<file path="config.mk">
export PLATFORM = sky130hd
export DESIGN_NAME = ssp_task_mgmt_and_xfer_ready
export DESIGN_NICKNAME = d
export VERILOG_FILES = /design/src/design/ssp_tm_pkg.sv /design/src/design/ssp_task_mgmt_and_xfer_ready.sv
export VERILOG_INCLUDE_DIRS = /design/src /design/src/design
export SDC_FILE = /design/constraint.sdc
export NUM_CORES = 1
export LEC_CHECK = 0
export BUFFER_PORTS_ARGS = -buffer_cell sky130_fd_sc_hd__buf_2
export CAP_MARGIN = 40
export CORE_MARGIN = 2
export CORE_UTILIZATION = 55
export CTS_BUF_LIST = sky130_fd_sc_hd__clkbuf_8
export CTS_CLUSTER_DIAMETER = 100
export DETAILED_ROUTE_END_ITERATION = 6
export PLACE_DENSITY = 0.83
export SLEW_MARGIN = 15
export SYNTH_ARGS = -nofsm -noshare
export SYNTH_HDL_FRONTEND = slang
export SYNTH_SLANG_ARGS = --single-unit
</file>
<file path="constraint.sdc">
create_clock -name clock -period 4.3 [get_ports clock]
set_clock_uncertainty 0.15 [all_clocks]
set_input_delay 0.645 -clock clock [delete_from_list [all_inputs] [get_ports clock]]
set_output_delay 0.645 -clock clock [all_outputs]
set_load 0.02 [all_outputs]
</file>
<file path="src/design/ssp_tm_map.svh">
// offsets, frame codes and field values for the ssp task management block
`ifndef SSP_TM_MAP_SVH
`define SSP_TM_MAP_SVH
`define FT_DATA 8'h01
`define FT_XRDY 8'h05
`define FT_TASK 8'h16
`define IU_BASE 11'h018
`define TASK_LAST 11'h033
`define IDX_MAX 11'h7ff
`define FN_ABT 8'h01
`define FN_ABS 8'h02
`define FN_CTS 8'h04
`define FN_LUR 8'h08
`define FN_ITR 8'h10
`define FN_ACA 8'h40
`define FN_QT 8'h80
`define FN_QTS 8'h81
`define FN_QAE 8'h82
`define RC_DONE 8'h00
`define RC_NSUP 8'h04
`define RC_OK 8'h08
`define RC_BADLU 8'h09
`define DP_RESP 2'b01
`define DEP_ONE 2'b01
`define DEP_MANY 2'b10
`define SK_UA 4'h6
`define ASC_CLR 16'h2f00
`define ASC_RST 16'h2900
`define ASC_NXL 16'h2907
`define XRDY_LAST 4'hc
`define R_XOFF 8'h00
`define R_XLEN 8'h04
`define R_CTRL 8'h08
`define R_STAT 8'h0c
`define R_WCNT 8'h10
`endif

</file>
<file path="src/design/ssp_tm_pkg.sv">
// state types for the ssp task management block
package ssp_tm_pkg;
  typedef enum logic [2:0] {
    ST_IDLE = 3'b001,
    ST_EXEC = 3'b010,
    ST_RESP = 3'b100
  } tm_state_t;
  typedef enum logic [3:0] {
    TX_IDLE = 4'b0001,
    TX_XRDY = 4'b0010,
    TX_DHDR = 4'b0100,
    TX_DATA = 4'b1000
  } tx_state_t;
endpackage : ssp_tm_pkg

</file>
<file path="src/design/ssp_task_mgmt_and_xfer_ready.sv">
// ssp target transport: task management, transfer ready and data frames
`timescale 1ns/100ps
`include "ssp_tm_map.svh"
module ssp_task_mgmt_and_xfer_ready (
  input wire logic clock,
  input wire logic reset_n,
  input wire logic rx_valid,
  input wire logic [7:0] rx_byte,
  input wire logic rx_sof,
  input wire logic rx_eof,
  input wire logic [1:0] rx_init,
  input wire logic cmd_new,
  input wire logic [15:0] cmd_tag,
  input wire logic [1:0] cmd_init,
  input wire logic cmd_done,
  input wire logic [15:0] done_tag,
  input wire logic [1:0] done_init,
  input wire logic ua_clear,
  input wire logic [1:0] ua_clear_init,
  input wire logic def_err,
  input wire logic [3:0] def_key,
  input wire logic [15:0] def_code,
  input wire logic src_valid,
  input wire logic [7:0] src_byte,
  input wire logic src_last,
  input wire logic [7:0] addr,
  input wire logic [31:0] wdata,
  input wire logic wr,
  input wire logic rd,
  output logic [31:0] rdata_q,
  output logic resp_valid_q,
  output logic [1:0] resp_init_q,
  output logic [7:0] resp_code_q,
  output logic [1:0] response_content_selector_q,
  output logic [23:0] resp_info_q,
  output logic [7:0] task_abort_q,
  output logic resv_release_q,
  output logic tx_valid_q,
  output logic [7:0] tx_byte_q,
  output logic tx_last_q,
  output logic src_ready_q,
  output logic wr_valid_q,
  output logic [7:0] wr_byte_q
);

  localparam int NT = 8;
  localparam int NI = 4;

  ssp_tm_pkg::tm_state_t st_q;
  ssp_tm_pkg::tx_state_t tx_q;

  logic [10:0] idx_q;
  logic [10:0] cur_idx;
  logic [10:0] iu;
  logic [7:0] ftype_q;
  logic [7:0] task_mgmt_function_code_q;
  logic [15:0] managed_task_tag_q;
  logic lu_bad_q;
  logic [1:0] rinit_q;
  logic tm_go;

  logic [NT-1:0] tv_q;
  logic [15:0] tt_q [NT];
  logic [1:0] ti_q [NT];
  logic [NT-1:0] kill;
  logic [NT-1:0] hit;
  logic [NI-1:0] init_has;
  logic [2:0] free_idx;
  logic free_ok;
  logic do_act;

  logic [NI-1:0] ua_q;
  logic [15:0] ua_asc_q [NI];
  logic [1:0] pending_condition_depth;
  logic [7:0] rc;
  logic [23:0] info;

  logic [31:0] xoff_q;
  logic [31:0] xlen_q;
  logic [31:0] soff_q;
  logic [31:0] grant_q;
  logic [31:0] wcnt_q;
  logic go_q;
  logic ovr_q;
  logic [3:0] cnt_q;
  logic dat_byte;

  ////////////////////////////////////////////////////////////////////
  // decode helpers

  function automatic logic known_f(input logic [7:0] c);
    case (c)
      `FN_ABT, `FN_ABS, `FN_CTS, `FN_LUR, `FN_ITR: known_f = 1'b1;
      `FN_QT, `FN_QTS, `FN_QAE: known_f = 1'b1;
      default: known_f = 1'b0;
    endcase
  endfunction : known_f

  // tags live per nexus, so the initiator must match as well
  function automatic logic kill_f(input logic [7:0] c, input logic [15:0] et,
      input logic [1:0] ei, input logic [15:0] rt, input logic [1:0] ri);
    case (c)
      `FN_ABT: kill_f = (et == rt) && (ei == ri);
      `FN_ABS, `FN_ITR: kill_f = (ei == ri);
      `FN_CTS, `FN_LUR: kill_f = 1'b1;
      default: kill_f = 1'b0;
    endcase
  endfunction : kill_f

  function automatic logic [7:0] xrdy_f(input logic [3:0] c, input logic [31:0] o,
      input logic [31:0] l);
    case (c)
      4'h0: xrdy_f = `FT_XRDY;
      4'h1: xrdy_f = o[31:24];
      4'h2: xrdy_f = o[23:16];
      4'h3: xrdy_f = o[15:8];
      4'h4: xrdy_f = o[7:0];
      4'h5: xrdy_f = l[31:24];
      4'h6: xrdy_f = l[23:16];
      4'h7: xrdy_f = l[15:8];
      4'h8: xrdy_f = l[7:0];
      default: xrdy_f = 8'h00;
    endcase
  endfunction : xrdy_f

  ////////////////////////////////////////////////////////////////////
  // receive parsing

  assign cur_idx = rx_sof ? 11'h000 : idx_q;
  assign iu = cur_idx - `IU_BASE;
  // only a whole 28-byte task unit is acted on
  assign tm_go = rx_valid && rx_eof && (ftype_q == `FT_TASK) && (cur_idx == `TASK_LAST);
  assign dat_byte = rx_valid && (ftype_q == `FT_DATA) && (cur_idx >= `IU_BASE);

  always_ff @(posedge clock) begin
    if (!reset_n) begin
      idx_q <= 11'h000;
      ftype_q <= 8'h00;
      rinit_q <= 2'b00;
      lu_bad_q <= 1'b0;
      task_mgmt_function_code_q <= 8'h00;
      managed_task_tag_q <= 16'h0000;
    end else if (rx_valid) begin
      idx_q <= (cur_idx == `IDX_MAX) ? cur_idx : cur_idx + 11'h001;
      if (cur_idx == 11'h000) begin
        ftype_q <= rx_byte;
        rinit_q <= rx_init;
        lu_bad_q <= 1'b0;
      end else if (ftype_q == `FT_TASK && cur_idx >= `IU_BASE) begin
        case (iu)
          11'h000, 11'h001, 11'h002, 11'h003,
          11'h004, 11'h005, 11'h006, 11'h007: lu_bad_q <= lu_bad_q | (rx_byte != 8'h00);
          11'h00a: task_mgmt_function_code_q <= rx_byte;
          11'h00c: managed_task_tag_q[15:8] <= rx_byte;
          11'h00d: managed_task_tag_q[7:0] <= rx_byte;
          default: ;
        endcase
      end
    end
  end

  ////////////////////////////////////////////////////////////////////
  // task table

  always_comb begin
    kill = '0;
    hit = '0;
    init_has = '0;
    free_idx = 3'h0;
    free_ok = 1'b0;
    for (int i = NT - 1; i >= 0; i--) begin
      kill[i] = tv_q[i] && kill_f(task_mgmt_function_code_q, tt_q[i], ti_q[i],
                                  managed_task_tag_q, rinit_q);
      hit[i] = tv_q[i] && (tt_q[i] == managed_task_tag_q) && (ti_q[i] == rinit_q);
      if (tv_q[i]) init_has[ti_q[i]] = 1'b1;
      if (!tv_q[i]) begin
        free_idx = 3'(i);
        free_ok = 1'b1;
      end
    end
  end

  assign do_act = (st_q == ssp_tm_pkg::ST_EXEC) && !lu_bad_q;

  for (genvar i = 0; i < NT; i++) begin : g_task
    always_ff @(posedge clock) begin
      if (!reset_n) begin
        tv_q[i] <= 1'b0;
        tt_q[i] <= 16'h0000;
        ti_q[i] <= 2'b00;
      end else if (do_act && kill[i]) begin
        tv_q[i] <= 1'b0;
      end else if (cmd_done && tv_q[i] && tt_q[i] == done_tag && ti_q[i] == done_init) begin
        tv_q[i] <= 1'b0;
      end else if (cmd_new && free_ok && free_idx == 3'(i)) begin
        tv_q[i] <= 1'b1;
        tt_q[i] <= cmd_tag;
        ti_q[i] <= cmd_init;
      end
    end
  end

  ////////////////////////////////////////////////////////////////////
  // unit attention per initiator; a new condition wins over a clear

  for (genvar j = 0; j < NI; j++) begin : g_ua
    logic set_cl;
    logic set_rs;
    logic set_nx;
    assign set_cl = do_act && task_mgmt_function_code_q == `FN_CTS && rinit_q != 2'(j) && init_has[j];
    assign set_rs = do_act && task_mgmt_function_code_q == `FN_LUR;
    assign set_nx = do_act && task_mgmt_function_code_q == `FN_ITR && rinit_q == 2'(j);
    always_ff @(posedge clock) begin
      if (!reset_n) begin
        ua_q[j] <= 1'b0;
        ua_asc_q[j] <= 16'h0000;
      end else if (set_cl) begin
        ua_q[j] <= 1'b1;
        ua_asc_q[j] <= `ASC_CLR;
      end else if (set_rs) begin
        ua_q[j] <= 1'b1;
        ua_asc_q[j] <= `ASC_RST;
      end else if (set_nx) begin
        ua_q[j] <= 1'b1;
        ua_asc_q[j] <= `ASC_NXL;
      end else if (ua_clear && ua_clear_init == 2'(j)) begin
        ua_q[j] <= 1'b0;
      end
    end
  end

  ////////////////////////////////////////////////////////////////////
  // response selection

  always_comb begin
    info = 24'h00_0000;
    pending_condition_depth = (ua_q[rinit_q] && def_err) ? `DEP_MANY : `DEP_ONE;
    if (lu_bad_q) begin
      rc = `RC_BADLU;
    end else begin
      case (task_mgmt_function_code_q)
        `FN_QT: rc = (|hit) ? `RC_OK : `RC_DONE;
        `FN_QTS: rc = (|tv_q) ? `RC_OK : `RC_DONE;
        `FN_QAE: rc = (ua_q[rinit_q] || def_err) ? `RC_OK : `RC_DONE;
        default: rc = known_f(task_mgmt_function_code_q) ? `RC_DONE : `RC_NSUP;
      endcase
      // attention ranks above a deferred error
      if (task_mgmt_function_code_q == `FN_QAE && ua_q[rinit_q]) begin
        info = {2'b00, pending_condition_depth, `SK_UA, ua_asc_q[rinit_q]};
      end else if (task_mgmt_function_code_q == `FN_QAE && def_err) begin
        info = {2'b00, pending_condition_depth, def_key, def_code};
      end
    end
  end

  always_ff @(posedge clock) begin
    if (!reset_n) begin
      st_q <= ssp_tm_pkg::ST_IDLE;
    end else begin
      case (st_q)
        ssp_tm_pkg::ST_IDLE: if (tm_go) st_q <= ssp_tm_pkg::ST_EXEC;
        ssp_tm_pkg::ST_EXEC: st_q <= ssp_tm_pkg::ST_RESP;
        ssp_tm_pkg::ST_RESP: st_q <= ssp_tm_pkg::ST_IDLE;
        default: st_q <= ssp_tm_pkg::ST_IDLE;
      endcase
    end
  end

  // answer leaves on the same edge that applies the action
  always_ff @(posedge clock) begin
    if (!reset_n) begin
      resp_valid_q <= 1'b0;
      resp_init_q <= 2'b00;
      resp_code_q <= 8'h00;
      response_content_selector_q <= 2'b00;
      resp_info_q <= 24'h00_0000;
      task_abort_q <= 8'h00;
      resv_release_q <= 1'b0;
    end else begin
      resp_valid_q <= (st_q == ssp_tm_pkg::ST_EXEC);
      task_abort_q <= do_act ? kill : 8'h00;
      resv_release_q <= do_act && task_mgmt_function_code_q == `FN_LUR;
      if (st_q == ssp_tm_pkg::ST_EXEC) begin
        resp_init_q <= rinit_q;
        resp_code_q <= rc;
        response_content_selector_q <= `DP_RESP;
        resp_info_q <= info;
      end
    end
  end

  ////////////////////////////////////////////////////////////////////
  // registers

  always_ff @(posedge clock) begin
    if (!reset_n) begin
      xoff_q <= 32'h0000_0000;
      xlen_q <= 32'h0000_0000;
      go_q <= 1'b0;
    end else begin
      if (wr && addr == `R_XOFF) xoff_q <= {wdata[31:2], 2'b00};
      if (wr && addr == `R_XLEN) xlen_q <= wdata;
      go_q <= (wr && addr == `R_CTRL && wdata[0]) || (go_q && tx_q != ssp_tm_pkg::TX_IDLE);
    end
  end

  always_ff @(posedge clock) begin
    if (!reset_n) begin
      rdata_q <= 32'h0000_0000;
    end else if (rd) begin
      case (addr)
        `R_XOFF: rdata_q <= xoff_q;
        `R_XLEN: rdata_q <= xlen_q;
        `R_CTRL: rdata_q <= {31'h0000_0000, go_q};
        `R_STAT: rdata_q <= {16'h0000, tv_q, ua_q, 1'b0, ovr_q,
                             tx_q != ssp_tm_pkg::TX_IDLE, st_q != ssp_tm_pkg::ST_IDLE};
        `R_WCNT: rdata_q <= wcnt_q;
        default: rdata_q <= 32'h0000_0000;
      endcase
    end else begin
      rdata_q <= 32'h0000_0000;
    end
  end

  ////////////////////////////////////////////////////////////////////
  // write data intake, policed against the grant

  always_ff @(posedge clock) begin
    if (!reset_n) begin
      wr_valid_q <= 1'b0;
      wr_byte_q <= 8'h00;
      wcnt_q <= 32'h0000_0000;
      grant_q <= 32'h0000_0000;
      ovr_q <= 1'b0;
    end else begin
      wr_valid_q <= dat_byte && (wcnt_q < grant_q);
      if (dat_byte) wr_byte_q <= rx_byte;
      if (tx_q == ssp_tm_pkg::TX_IDLE && go_q) begin
        wcnt_q <= 32'h0000_0000;
        grant_q <= xlen_q;
      end else if (dat_byte && wcnt_q < grant_q) begin
        wcnt_q <= wcnt_q + 32'h0000_0001;
      end
      // excess bytes get no wr_valid_q and no count but still load wr_byte_q; the sticky flag records them
      ovr_q <= (dat_byte && wcnt_q >= grant_q) || (ovr_q && !(wr && addr == `R_CTRL && wdata[1]));
    end
  end

  ////////////////////////////////////////////////////////////////////
  // transmit: transfer ready has priority over read data

  always_ff @(posedge clock) begin
    if (!reset_n) begin
      tx_q <= ssp_tm_pkg::TX_IDLE;
      tx_valid_q <= 1'b0;
      tx_byte_q <= 8'h00;
      tx_last_q <= 1'b0;
      src_ready_q <= 1'b0;
      cnt_q <= 4'h0;
      soff_q <= 32'h0000_0000;
    end else begin
      case (tx_q)
        ssp_tm_pkg::TX_IDLE: begin
          tx_valid_q <= 1'b0;
          tx_last_q <= 1'b0;
          cnt_q <= 4'h0;
          if (go_q) begin
            tx_q <= ssp_tm_pkg::TX_XRDY;
            soff_q <= xoff_q;
          end else if (src_valid) begin
            tx_q <= ssp_tm_pkg::TX_DHDR;
          end
        end
        ssp_tm_pkg::TX_XRDY: begin
          tx_valid_q <= 1'b1;
          tx_byte_q <= xrdy_f(cnt_q, soff_q, grant_q);
          tx_last_q <= (cnt_q == `XRDY_LAST);
          cnt_q <= cnt_q + 4'h1;
          if (cnt_q == `XRDY_LAST) tx_q <= ssp_tm_pkg::TX_IDLE;
        end
        ssp_tm_pkg::TX_DHDR: begin
          tx_valid_q <= 1'b1;
          tx_byte_q <= `FT_DATA;
          tx_last_q <= 1'b0;
          src_ready_q <= 1'b1;
          tx_q <= ssp_tm_pkg::TX_DATA;
        end
        ssp_tm_pkg::TX_DATA: begin
          tx_valid_q <= src_valid;
          tx_last_q <= src_valid && src_last;
          if (src_valid) tx_byte_q <= src_byte;
          if (src_valid && src_last) begin
            src_ready_q <= 1'b0;
            tx_q <= ssp_tm_pkg::TX_IDLE;
          end
        end
        default: tx_q <= ssp_tm_pkg::TX_IDLE;
      endcase
    end
  end
endmodule : ssp_task_mgmt_and_xfer_ready

</file>
---- Word level (Yosys, flattened, before mapping) ----
Memories as Yosys holds them, arrays and structs flattened. A register that Yosys moved wholly into a read port is not among the register bits.
Index checks and enable logic that the tools add are counted.
storage, ports and cells
  flip-flop bits (word level) ............. 324
  bits in writable memories ............... 176
  input bits .............................. 129
  output and inout port bits .............. 98
  word-level logic and storage cells ...... 595
  memories ................................ 3
cells by class
  $add $sub $neg .......................... 4
  order comparisons ....................... 20
  eq/ne operators ......................... 96
  mux-type cells .......................... 216
  bitwise logic cells ..................... 38
  reductions and logical operators ........ 175
memory list
  memory    words  bits a word  rd ports  clocked after memory_dff  write ports  line                                source
  tt_q      8      16           8         0                         8            ssp_task_mgmt_and_xfer_ready.sv:63  logic [15:0] tt_q [NT];
  ua_asc_q  4      8            1         1                         4            ssp_task_mgmt_and_xfer_ready.sv:73  logic [15:0] ua_asc_q [NI];
  ti_q      8      2            8         0                         8            ssp_task_mgmt_and_xfer_ready.sv:64  logic [1:0] ti_q [NT];
operator list
  operator                                             count
  == test 16 bit                                       16
  one-hot mux 32 bit (5 select lines)                  1
  two-way mux 16 bit                                   8
  two-way mux 1 bit                                    126
  logical AND 1 bit                                    121
  two-way mux 8 bit                                    13
  one-hot mux 8 bit (9 select lines)                   1
  two-way mux 22 bit                                   3
  two-way mux 4 bit                                    16
  == test 11 x 3 -> 1 bit (second input constant)      4
  == test 11 x 4 -> 1 bit (second input constant)      3
  adder 32 x 1 -> 32 bit (second input constant)       1
  == test 2 bit                                        16
  >= comparator 32 bit                                 1
  < comparator 32 bit                                  1
  OR reduction 8 bit                                   4
  two-way mux 3 bit                                    10
  one-hot mux 1 bit (3 select lines)                   10
  OR 1 bit                                             29
  OR 4 bit                                             7
  < comparator 2 x 3 -> 1 bit (second input constant)  9
  OR reduction 3 bit                                   9
  == test 8 x 4 -> 1 bit (second input constant)       3
  == test 8 x 5 -> 1 bit (second input constant)       3
  other kinds (53)                                     134

---- Depth between registers and ports, before layout ----
Gate-level depths: netlist of run 1.
An unclocked memory read counts as a cell.
  word-level depth ........................ 27
  depth in mapped cells ................... 12
  mapped depth without buffers ............ 10

---- Worst setup path after synthesis of run 1 ----
No wires, ideal clock.
  path kind ............................... in2reg
  start point ............................. input rx_sof
  end point ............................... register wcnt_q[30]
  library setup time ...................... 70 ps
  arrival time ............................ 3222 ps
  data required time ...................... 4080 ps
  path slack .............................. 858 ps
  stages .................................. 11
  path buffers ............................ 3
  cells stage by stage .................... clkbuf_1 clkbuf_1 nand2b_1 ha_1 nand4_1 a41oi_2 nand4_1 or4_1 clkbuf_1 or4_1 a21oi_1
between the ends
  longest elaborated chain between the ends .. 4
RTL lines
  item                                            line                                 source
  from (decl)                                     ssp_task_mgmt_and_xfer_ready.sv:9    input wire logic rx_sof,
  two-way mux 11 bit                              ssp_task_mgmt_and_xfer_ready.sv:129  assign cur_idx = rx_sof ? 11'h000 : idx_q;
  >= comparator 11 x 5 -> 1 bit (no source line)  n/a
  logical AND 1 bit                               ssp_task_mgmt_and_xfer_ready.sv:133  assign dat_byte = rx_valid && (ftype_q == `FT_DATA) && (cur_idx >= `IU_BASE);
  logical AND 1 bit                               ssp_task_mgmt_and_xfer_ready.sv:341  end else if (dat_byte && wcnt_q < grant_q) begin
  to (signal assigned)                            ssp_task_mgmt_and_xfer_ready.sv:342  wcnt_q <= wcnt_q + 32'h0000_0001;
  to (decl)                                       ssp_task_mgmt_and_xfer_ready.sv:82   logic [31:0] wcnt_q;
Every way passes these cells.
A chain may end at the register's enable or synchronous reset.

---- Worst setup path in the final report of run 1 ----
  start point ............................. register grant_q[7]
  end point ............................... register wcnt_q[30]
between the ends
  longest elaborated chain between the ends .. 2
RTL lines
  item                    line                                 source
  from (decl)             ssp_task_mgmt_and_xfer_ready.sv:81   logic [31:0] grant_q;
  from (signal assigned)  ssp_task_mgmt_and_xfer_ready.sv:340  grant_q <= xlen_q;
  < comparator 32 bit     ssp_task_mgmt_and_xfer_ready.sv:341
  logical AND 1 bit       ssp_task_mgmt_and_xfer_ready.sv:341
Every way passes these cells.

==> impl.org, run 1 <==
** Status
- The flow ran to the end, and the final reports show no timing, DRC or antenna violations.

** Clock network
- Clock tree root driver cell :: clkbuf_8
- Clk Latency, worst-skew pair :: 0.67 ns
- Buffers inserted to repair hold after CTS numbered 0.
- Counting along the longest clock path gives a buffer depth of 3.
- The H-tree generated during clock tree synthesis spans 3 levels.
- After clock tree synthesis, the clock-pin slew on the worst setup and hold paths is 0.06 ns.
- Post-CTS sizing :: 0
- TritonCTS clock tree :: done
- Counting every sink on the clock net gives 475.
- Post-CTS Setup Repair Bufs :: 0
- Number of buffers created by CTS :: 80

** Drt
- Wire length on met3 :: 8865 um
- The detailed router put a total of 30100 um of wire on met1.
- In this run the top signal layer used is met4.
- The detail route stage leaves a number of antenna-violating nets equal to 0.
- For this block, the via count after detailed routing is 21400.
- The final layout contains routed wiring with a total length of 77260 um.
- DR vias/cell :: 6.108
- Average routed wire per standard cell :: 22.05 um
- Met2 Routed Length :: 34600 um
- In the routed design, unresolved DRC markers number 0.
- DRT Pass-1 Iters :: 6
- The first routing iteration left 2694 violations.

** Layout
- Share of final-layout standard cells stronger than drive strength 1 :: 14.08%
- Filler cells :: 3577
- Cell Count, Final, Fillers Out :: 3504
- Fin nets :: 3026
- Layout overhead on the synthesized area :: 13.24%
- Area taken by multi-input logic gates :: 12110 sq um
- Reg area :: 11060 sq um
- Once layout is complete, the utilization of the core stands at 63.23%.

** Timing
- Measured against its own limit, the worst slew margin works out to 34.94%.
- Max Slew Vio Count :: 0
- Final critical delay including setup and external delays :: 3.491 ns
- RSZ-0062 raised after global routing :: false
- Final critical-path share of the clock period :: 81.20%
- Actual slew at the worst max-slew pin :: 0.9669 ns
- Final count of hold timing violations :: 0
- Setup violations remaining at the end of the flow were counted as 0.
- Aggregate negative setup slack :: 0 ns
- Static timing analysis puts the maximum clock frequency at 0.2864 GHz.

** Power and ir drop
- Power share of the combinational group :: 7.1%
- Sequential group share of total power :: 50.5%
- Power comes to 9.521 mW.
- The analysis attributes to cell leakage a power of 10.66 nW.
- The analysis attributes to net switching a power of 2.384 mW.
- Internal power comes to 7.138 mW.
- The clock network accounts for 42.4% of the total power.
- IR analysis of the VDD net gives a maximum drop of 0.0003477 V.
- Switching portion of total power :: 25.04%
- Power density over the cells :: 348.8 nW/um^2

** Synthesis
- Share of synthesized flip-flops with an asynchronous set or reset :: 0%
- Main combinational cell family by area after synthesis :: simple AND/OR/NAND/NOR gates
- Area share of the leading cell type in the synthesized netlist :: 26.58%
- Cell area after technology mapping :: 24110 sq um
- Post-synthesis compound-gate area fraction :: 10.95%
- Synthesized-area fraction occupied by adder cells :: 2.180%
- Post-Synthesis Cells :: 2685
- By count the netlist is led by nand2_1 (368), dfxtp_1 (320), a21oi_1 (237).
- Cell with the most instances after synthesis :: nand2_1
- For this run, the leading register cell type out of synthesis is dfxtp_1.
- Simple-gate share of the synthesized area :: 22.11%
- Of all cell types, the one taking the most synthesized area is dfxtp_1.
- Portion of the post-synthesis area used by sequential elements :: 45.88%
- Synthesized area per cell :: 8.978 sq um
- Xor/xnor share of the synthesized area :: 11.15%
- Post-synthesis mux area share :: 3.576%
- Synthesis-stage register bit count :: 475
- Yosys warning total :: 0
- The number of different library cells used by synthesis comes to 73.
- Leading cell types by total area after synthesis :: dfxtp_1 (27%), edfxtp_1 (19%), xor2_1 (6.1%), nand2_1 (5.7%), xnor2_1 (5.1%)
- The synthesized design contains 155 enable-type register cells.

** GRT
- Pin count of the biggest net entering global routing :: 150
- Total congestion overflow after global routing :: 0
- Global routing used 33.76% of the available tracks.
- Number of global-route vias before repair :: 20400
- The first global-routing pass estimated 117000 um of wire.
- Number of antenna violations at the first check in global routing :: 3

** Floorplanning
- The floorplan step set the die width to 213.4 um.
- Starting Density :: 55.84%
- Pin placement for this block handled 227 I/O pins.
- The floorplan has 76 rows.
- Area of the core :: 43170 sq um
- Height of the die :: 213.4 um
- Area of the die :: 45520 sq um

** Setup path
- Type of element capturing the critical path :: register
- Critical path class :: register to register
- Data arrival time of the worst path :: 3.94 ns
- STA classifies the critical path startpoint as a register.
- Worst Path Required :: 4.75 ns
- Along the worst path, the maximum fanout reaches 17.

** Flow run
- Across the run, the number of max-cap violations was 0.

** Hold path
- Min-Delay Path Class :: input port to register

** Place
- Input/output buffers :: 218
- DPL Wire Length :: 53970 um
- Including well taps, the total number of placed cells is 3351.
- Routability-driven placement congestion ratio :: 0.9901
-- power groups by stage --
stage          Sequential [mW]  Combinational [mW]  Clock, mW
3_3_place_gp              4.91               0.626          0
3_5_place_dp              4.91               0.653          0
2_1_floorplan             4.88               0.409          0
6_report                  4.81               0.675       4.03
4_1_cts                   4.81               0.658       4.09
5_1_grt                   4.82               0.717       4.28
-- layout make-up --
class / instances / area share, %
timing repair buffer: 269 / 5.588
multi-input combinational: 1961 / 44.35
tap: 585 / 2.682
clock inverter: 47 / 0.9580
sequential: 475 / 40.52
antenna: 1 / 0.009168
clock buffer: 98 / 4.941
inverter: 68 / 0.9534
-- cell usage in the layout, fill, tap and decap left out, types with 42 or more instances in the layout --
master / netlist / layout
nand4_1: 65 / 65
a22oi_1: 45 / 45
dfxtp_1: 320 / 320
mux2i_1: 76 / 76
edfxtp_1: 155 / 155
clkbuf_8: 0 / 98
a21oi_1: 237 / 237
nor4_1: 60 / 58
inv_1: 68 / 102
ha_1: 42 / 42
o21ai_0: 72 / 65
nand3_1: 53 / 53
buf_4: 8 / 42
xnor2_1: 139 / 139
nor2_1: 204 / 204
nand2_1: 368 / 367
and2_1: 144 / 143
xor2_1: 168 / 168
buf_2: 3 / 219
-- metal layers --
layer	up-vias	track usage, %
met5	-	0
met4	0	15.97
li1	9652	-
met1	10210	43.43
met2	1298	52.89
met3	243	9.271
-- through the flow --
stage	setup WS, ns	hold WS (ns)	instance area, sq um
after floorplan	0.8576	0.2824	24130
after global placement	0.5899	0.2933	25530
after detailed placement	0.5235	0.2983	25610
after CTS	0.8418	0.03437	27220
after global routing	0.5773	0.04928	27290
final	0.8086	0.07444	27300
-- final timing paths --
path	start	slack, ns	depth (start not counted)	to
worst min-delay path	wdata[22]	0.07	3	xlen_q[22]$_SDFFE_PN0P_
worst min register to register	resp_code_q[0]$_SDFFE_PN0P_	0.31	2	resp_code_q[0]$_SDFFE_PN0P_
worst max register to register	grant_q[7]$_SDFFE_PN0P_	0.81	9	wcnt_q[30]$_SDFFE_PP0P_
worst max-delay path	grant_q[7]$_SDFFE_PN0P_	0.81	9	wcnt_q[30]$_SDFFE_PP0P_
-- kinds of logic (layout without fill, tap and decap cells) --
group / Yosys count / count (layout)
simple gates: 1077 / 1077
flops: 475 / 475
buf+inv: 256 / 482
fa+ha+maj: 42 / 42
xor+xnor: 307 / 307
compound gates: 446 / 446
mux: 81 / 81
other cells: 1 / 9
-- state kept, by name, summed over array words and instances (netlist names), 12 cells and up, named ones only --
| name | cells |
|---|---|
| grant_q | 32 |
| managed_task_tag_q | 16 |
| rdata_q | 32 |
| resp_info_q | 22 |
| soff_q | 30 |
| ti_q | 16 |
| tt_q | 128 |
| ua_asc_q | 12 |
| wcnt_q | 32 |
| xlen_q | 32 |
| xoff_q | 30 |
-- worst max-delay path, stage by stage (launching register included) --
cell	delay, ns
dfxtp_1	0.35
inv_1	0.05
ha_1	0.33
a21oi_1	0.17
o21ai_0	0.14
a222oi_1	0.40
a31oi_1	0.26
or4_1	0.85
or4_1	0.57
a21oi_1	0.14
Power figures use the tool's default switching activity.
==> inputs of run 2 (changes only) <==
--- a/config.mk
+++ b/config.mk
@@ -6,6 +6,7 @@
 export SDC_FILE = /design/constraint.sdc
 export NUM_CORES = 1
 export LEC_CHECK = 0
+export ABC_AREA = 1
 export BUFFER_PORTS_ARGS = -buffer_cell sky130_fd_sc_hd__buf_2
 export CAP_MARGIN = 40
 export CORE_MARGIN = 2
==> constraint.sdc (replaced) <==
create_clock -name clock -period 3.59 [get_ports clock]
set_clock_uncertainty 0.15 [all_clocks]
set_input_delay 0.5385 -clock clock [delete_from_list [all_inputs] [get_ports clock]]
set_output_delay 0.5385 -clock clock [all_outputs]
set_load 0.02 [all_outputs]
==> run 2 against run 1 <==
Final cell count rose by 21%. First-iteration DRC count rose by 24%. Combinational power rose by 56%. Register-to-register slack got worse by 0.28 ns. Count of clock-buffer cells in the layout rose by 1. Die area rose by 3.3%. Fmax rose by 14%. Synthesized area rose by 3.4%. Routed wire length rose by 13%. Critical endpoint is now ti_q[1][4]$_SDFFCE_PN0P_. Highest routed layer unchanged.
==> impl.org, run 2 <==
** Status
- Outcome :: finished, final reports clean (unchanged)

** Synthesis
- Area share of the leading cell type in the synthesized netlist :: 25.70% (was 26.58%)
- The post-synth design cell area was 24930 sq um (was 24110 sq um).
- Portion of the post-synthesis area used by sequential elements :: 44.37% (was 45.88%)
- Leading cell types by total area after synthesis :: dfxtp_1 (26%), edfxtp_1 (19%), nand2_1 (9.9%), nor2_1 (7.5%), inv_1 (6.0%) (was dfxtp_1 (27%), edfxtp_1 (19%), xor2_1 (6.1%), nand2_1 (5.7%), xnor2_1 (5.1%))
- The dominant cell by count in the synthesized netlist was nand2_1 (unchanged).
- The number of warning messages in the yosys log is 0 (unchanged).
- Share of synthesized flip-flops with an asynchronous set or reset :: 0% (unchanged)
- Unique masters post-synth :: 49 (was 73)
- EDFF count, synth :: 155 (unchanged)
- Post-Synthesis Cells :: 3370 (was 2685)
- The main flop type after synthesis is dfxtp_1 (unchanged).
- The mean cell area of the mapped netlist came to 7.397 sq um (was 8.978 sq um).
- Synthesis-stage register bit count :: 475 (unchanged)
- Most frequent cells after synthesis: nand2_1 (657), nor2_1 (497), inv_1 (399) (was nand2_1 (368), dfxtp_1 (320), a21oi_1 (237)).
- Area leader, netlist :: dfxtp_1 (unchanged)

** GRT
- Number of global-route vias before repair :: 23150 (was 20400)
- The global-route usage over all layers came to 36.35% (was 33.76%).
- Wire length of the first global-routing pass :: 132300 um (was 117000 um)
- The initial antenna violation count came to 0 (was 3).
- The maximum number of pins on one net before global-route repair was 65 (was 150).
- The residual overflow from global routing is 0 (unchanged).

** Setup path
- The data required time at the worst endpoint was 3.94 ns (was 4.75 ns).
- Crit-path leading delay family :: simple AND/OR/NAND/NOR gates (unchanged)
- The critical path class was register to register (unchanged).
- List of cells traversed by the critical path :: inv_1 > a21oi_1 > o21ai_0 > nand2_1 > nand2_1 > nand2_1 > inv_1 > nor2_1 > nand3_1 > nor2_1 (was inv_1 > ha_1 > a21oi_1 > o21ai_0 > a222oi_1 > a31oi_1 > or4_1 > or4_1 > a21oi_1)
- Origin of the critical flop-to-flop path :: tv_q[5]$_SDFFE_PP0P_ (was grant_q[7]$_SDFFE_PN0P_)
- CP max stage cell :: dfxtp_1 (was or4_1)
- The maximum net fanout on the critical path is 19 (was 17).
- Critical path's most frequent cell :: nand2_1
- The delay of the slowest critical-path stage is 0.64 ns (was 0.85 ns).
- The startpoint type of the worst setup path is a register (unchanged).
- Cells on worst reg2reg path :: 10 (was 9)
- Worst path buffer plus inverter count :: 2 (was 1)
- The signal arrival time at the worst endpoint came to 3.41 ns (was 3.94 ns).
- The register-to-register path setup slack was 0.53 ns (was 0.81 ns).
- The nature of the critical path endpoint is a register (unchanged).
- The destination of the worst register-to-register timing path is ti_q[1][4]$_SDFFCE_PN0P_ (was wcnt_q[30]$_SDFFE_PP0P_).

** Floorplanning
- Core Rows :: 78 (was 76)
- Starting Density :: 55.29% (was 55.84%)
- The count of boundary I/O pins was 227 (unchanged).
- Die W :: 216.9 um (was 213.4 um)
- Area of the core :: 45090 sq um (was 43170 sq um)
- The full die area came to 47040 sq um (was 45520 sq um).
- The height of the die is 216.9 um (was 213.4 um).

** Drt
- The number of remaining DRC errors is 0 (unchanged).
- The average via count per standard cell was 5.921 (was 6.108).
- Average routed wire per standard cell :: 20.52 um (was 22.05 um)
- The length of the first detailed-routing pass in iterations came to 6 (unchanged).
- Vias :: 25200 (was 21400)
- Remaining antenna violation count after routing :: 0 (unchanged)
- The number of DRC violations after detailed-routing iteration 0 came to 3342 (was 2694).
- Final wirelength :: 87370 um (was 77260 um)

** Hold path
- The type of the tightest min-delay check was input port to register (unchanged).
- The worst hold path endpoint was xlen_q[1]$_SDFFE_PN0P_ (was xlen_q[22]$_SDFFE_PN0P_).
- The hold path depth came to 3 (unchanged).
- The launch instance of the worst min-delay path is wdata[1] (was wdata[22]).

** Layout
- The share of the core filled with cells in the final layout is 63.23% (about the same).
- Commonest cells after routing, fill and taps aside: nand2_1 (656), nor2_1 (497), inv_1 (420) (was nand2_1 (367), dfxtp_1 (320), a21oi_1 (237)).
- The number of fill cells was 3998 (was 3577).
- Fin nets :: 3772 (was 3026)
- Most flops, register :: tt_q (unchanged)
- The flip-flop count of the largest register after layout is 128 (unchanged).
- Share of final-layout standard cells stronger than drive strength 1 :: 11.35% (was 14.08%)
- Reg area :: 11060 sq um (unchanged)
- Leading cell type in the layout, fill and taps excluded :: nand2_1 (unchanged)
- Layout overhead on the synthesized area :: 14.38% (was 13.24%)
- Area taken by multi-input logic gates :: 11670 sq um (was 12110 sq um)

** Place
- DPL Wire Length :: 63640 um (was 53970 um)
- The placer's final routability congestion estimate was 0.9875 (was 0.9901).
- The number of input and output port buffers inserted is 218 (unchanged).

** Clock network
- The maximum clock insertion buffer count was 3 (unchanged).
- Number of buffers created by CTS :: 78 (was 80)
- The library cell used as clock root buffer was clkbuf_8 (unchanged).
- TritonCTS clock tree :: done (unchanged)
- Post-CTS sizing :: 0 (unchanged)
- The depth of the CTS H-tree is 3 (unchanged).
- The later-pin clock latency in the skew report is 0.70 ns (was 0.67 ns).
- Post-CTS Setup Repair Bufs :: 0 (unchanged)
- Post-CTS Hold Buffers :: 40 (was 0)
- Count of clock tree sinks :: 475 (unchanged)
- Clk slew on worst S/H paths :: 0.07 ns (was 0.06 ns)

** Timing
- Final critical-path share of the clock period :: 85.30% (was 81.20%)
- Max Slew Vio Count :: 0 (unchanged)
- Worst hold slack :: 0.02572 ns (was 0.07444 ns)
- The maximum clock frequency is 0.3266 GHz (was 0.2864 GHz).
- The final setup violation count is 0 (unchanged).
- Relative slew slack :: 39.38% (was 34.94%)
- RSZ-0062 raised after global routing :: false (unchanged)
- The actual transition at the worst max-transition pin was 0.9024 ns (was 0.9669 ns).
- The final total negative setup slack came to 0 ns (unchanged).
- Final critical delay including setup and external delays :: 3.062 ns (was 3.491 ns)
- Final count of hold timing violations :: 0 (unchanged)

** Power and ir drop
- Power density over the cells :: 410.1 nW/um^2 (was 348.8 nW/um^2)
- Maximum resistive drop on vdd :: 0.0002548 V (was 0.0003477 V)
- The leakage component of the power is 12.31 nW (was 10.66 nW).

** Flow run
- The number of violations of the max-capacitance limit is 0 (unchanged).
[run 2: changes by cell type after synthesis, moves of 77 or more]
cell and delta:
o21ai_0 +140, nand2_1 +289, o22ai_1 +77, nor2_1 +293
inv_1 +331, xnor2_1 -106, and2_1 -143
[run 2: worst max path at each step]
stage                              start                        end  depth (start not counted)
global placement    tv_q[5]$_SDFFE_PP0P_  tt_q[1][32]$_SDFFCE_PN0P_                         10
floorplan           tv_q[0]$_SDFFE_PP0P_   ti_q[0][4]$_SDFFCE_PN0P_                          7
finish              tv_q[5]$_SDFFE_PP0P_   ti_q[1][4]$_SDFFCE_PN0P_                         10
detailed placement                rx_sof    wcnt_q[16]$_SDFFE_PP0P_                         12
CTS                 tv_q[5]$_SDFFE_PP0P_   ti_q[1][4]$_SDFFCE_PN0P_                         10
global route        tv_q[5]$_SDFFE_PP0P_  tt_q[1][37]$_SDFFCE_PN0P_                         10
[run 2: cell type report]
cell class              instances  area share (%)
clock inverters                36          0.7241
multi-input cells            2325           40.94
well taps                     600           2.633
inverters                     415           5.472
clock buffers                  99           4.779
diodes                          1        0.008777
repair buffers                306           6.644
flip-flops and latches        475           38.79
[run 2: stage by stage]
stage / instances / power [mW] / setup WS [ns] / area, sq um
after floorplan: 3377 / 6.478 / 0.5305 / 24950
after global placement: 4080 / 6.877 / 0.7437 / 26530
after detailed placement: 4080 / 6.887 / 0.6320 / 26530
after CTS: 4255 / 11.66 / 0.6788 / 28500
after global routing: 4256 / 12.04 / 0.3647 / 28510
final: 4257 / 11.69 / 0.5278 / 28510
[run 2: worst reg2reg max path: stages, from the launching register on]
cell     delay [ns]
dfxtp_1        0.64
inv_1          0.32
a21oi_1        0.18
o21ai_0        0.09
nand2_1        0.12
nand2_1        0.06
nand2_1        0.08
inv_1          0.09
nor2_1         0.23
nand3_1        0.64
nor2_1         0.31
[run 2: logic make-up (layout without fill, tap and decap cells)]
logic type / Yosys count / in the layout / synth area share, %
buffers and inverters: 577 / 856 / 8.990
AOI/OAI and AO/OA: 653 / 653 / 14.62
other: 1 / 9 / 0.01504
adders and majority gates: 42 / 42 / 2.108
xor gates and xnor gates: 136 / 136 / 4.809
and+or+nand+nor: 1486 / 1486 / 25.09
DFF: 475 / 475 / 44.37
[run 2: report_power, final]
part | switching [mW] | total, mW | internal (mW)
Sequential | 0.132 | 5.81 | 5.67
Clock | 2.28 | 4.84 | 2.56
Combinational | 0.720 | 1.05 | 0.328
[run 2: routing by layer]
layer | track usage (%) | vias to the layer above | part of all wire (%)
met1 | 45.01 | 11630 | 38
met3 | 6.792 | 358 | 9.8
li1 | - | 11580 | -
met5 | 0 | - | 0
met4 | 23.24 | 0 | 7.0
met2 | 58.51 | 1628 | 46
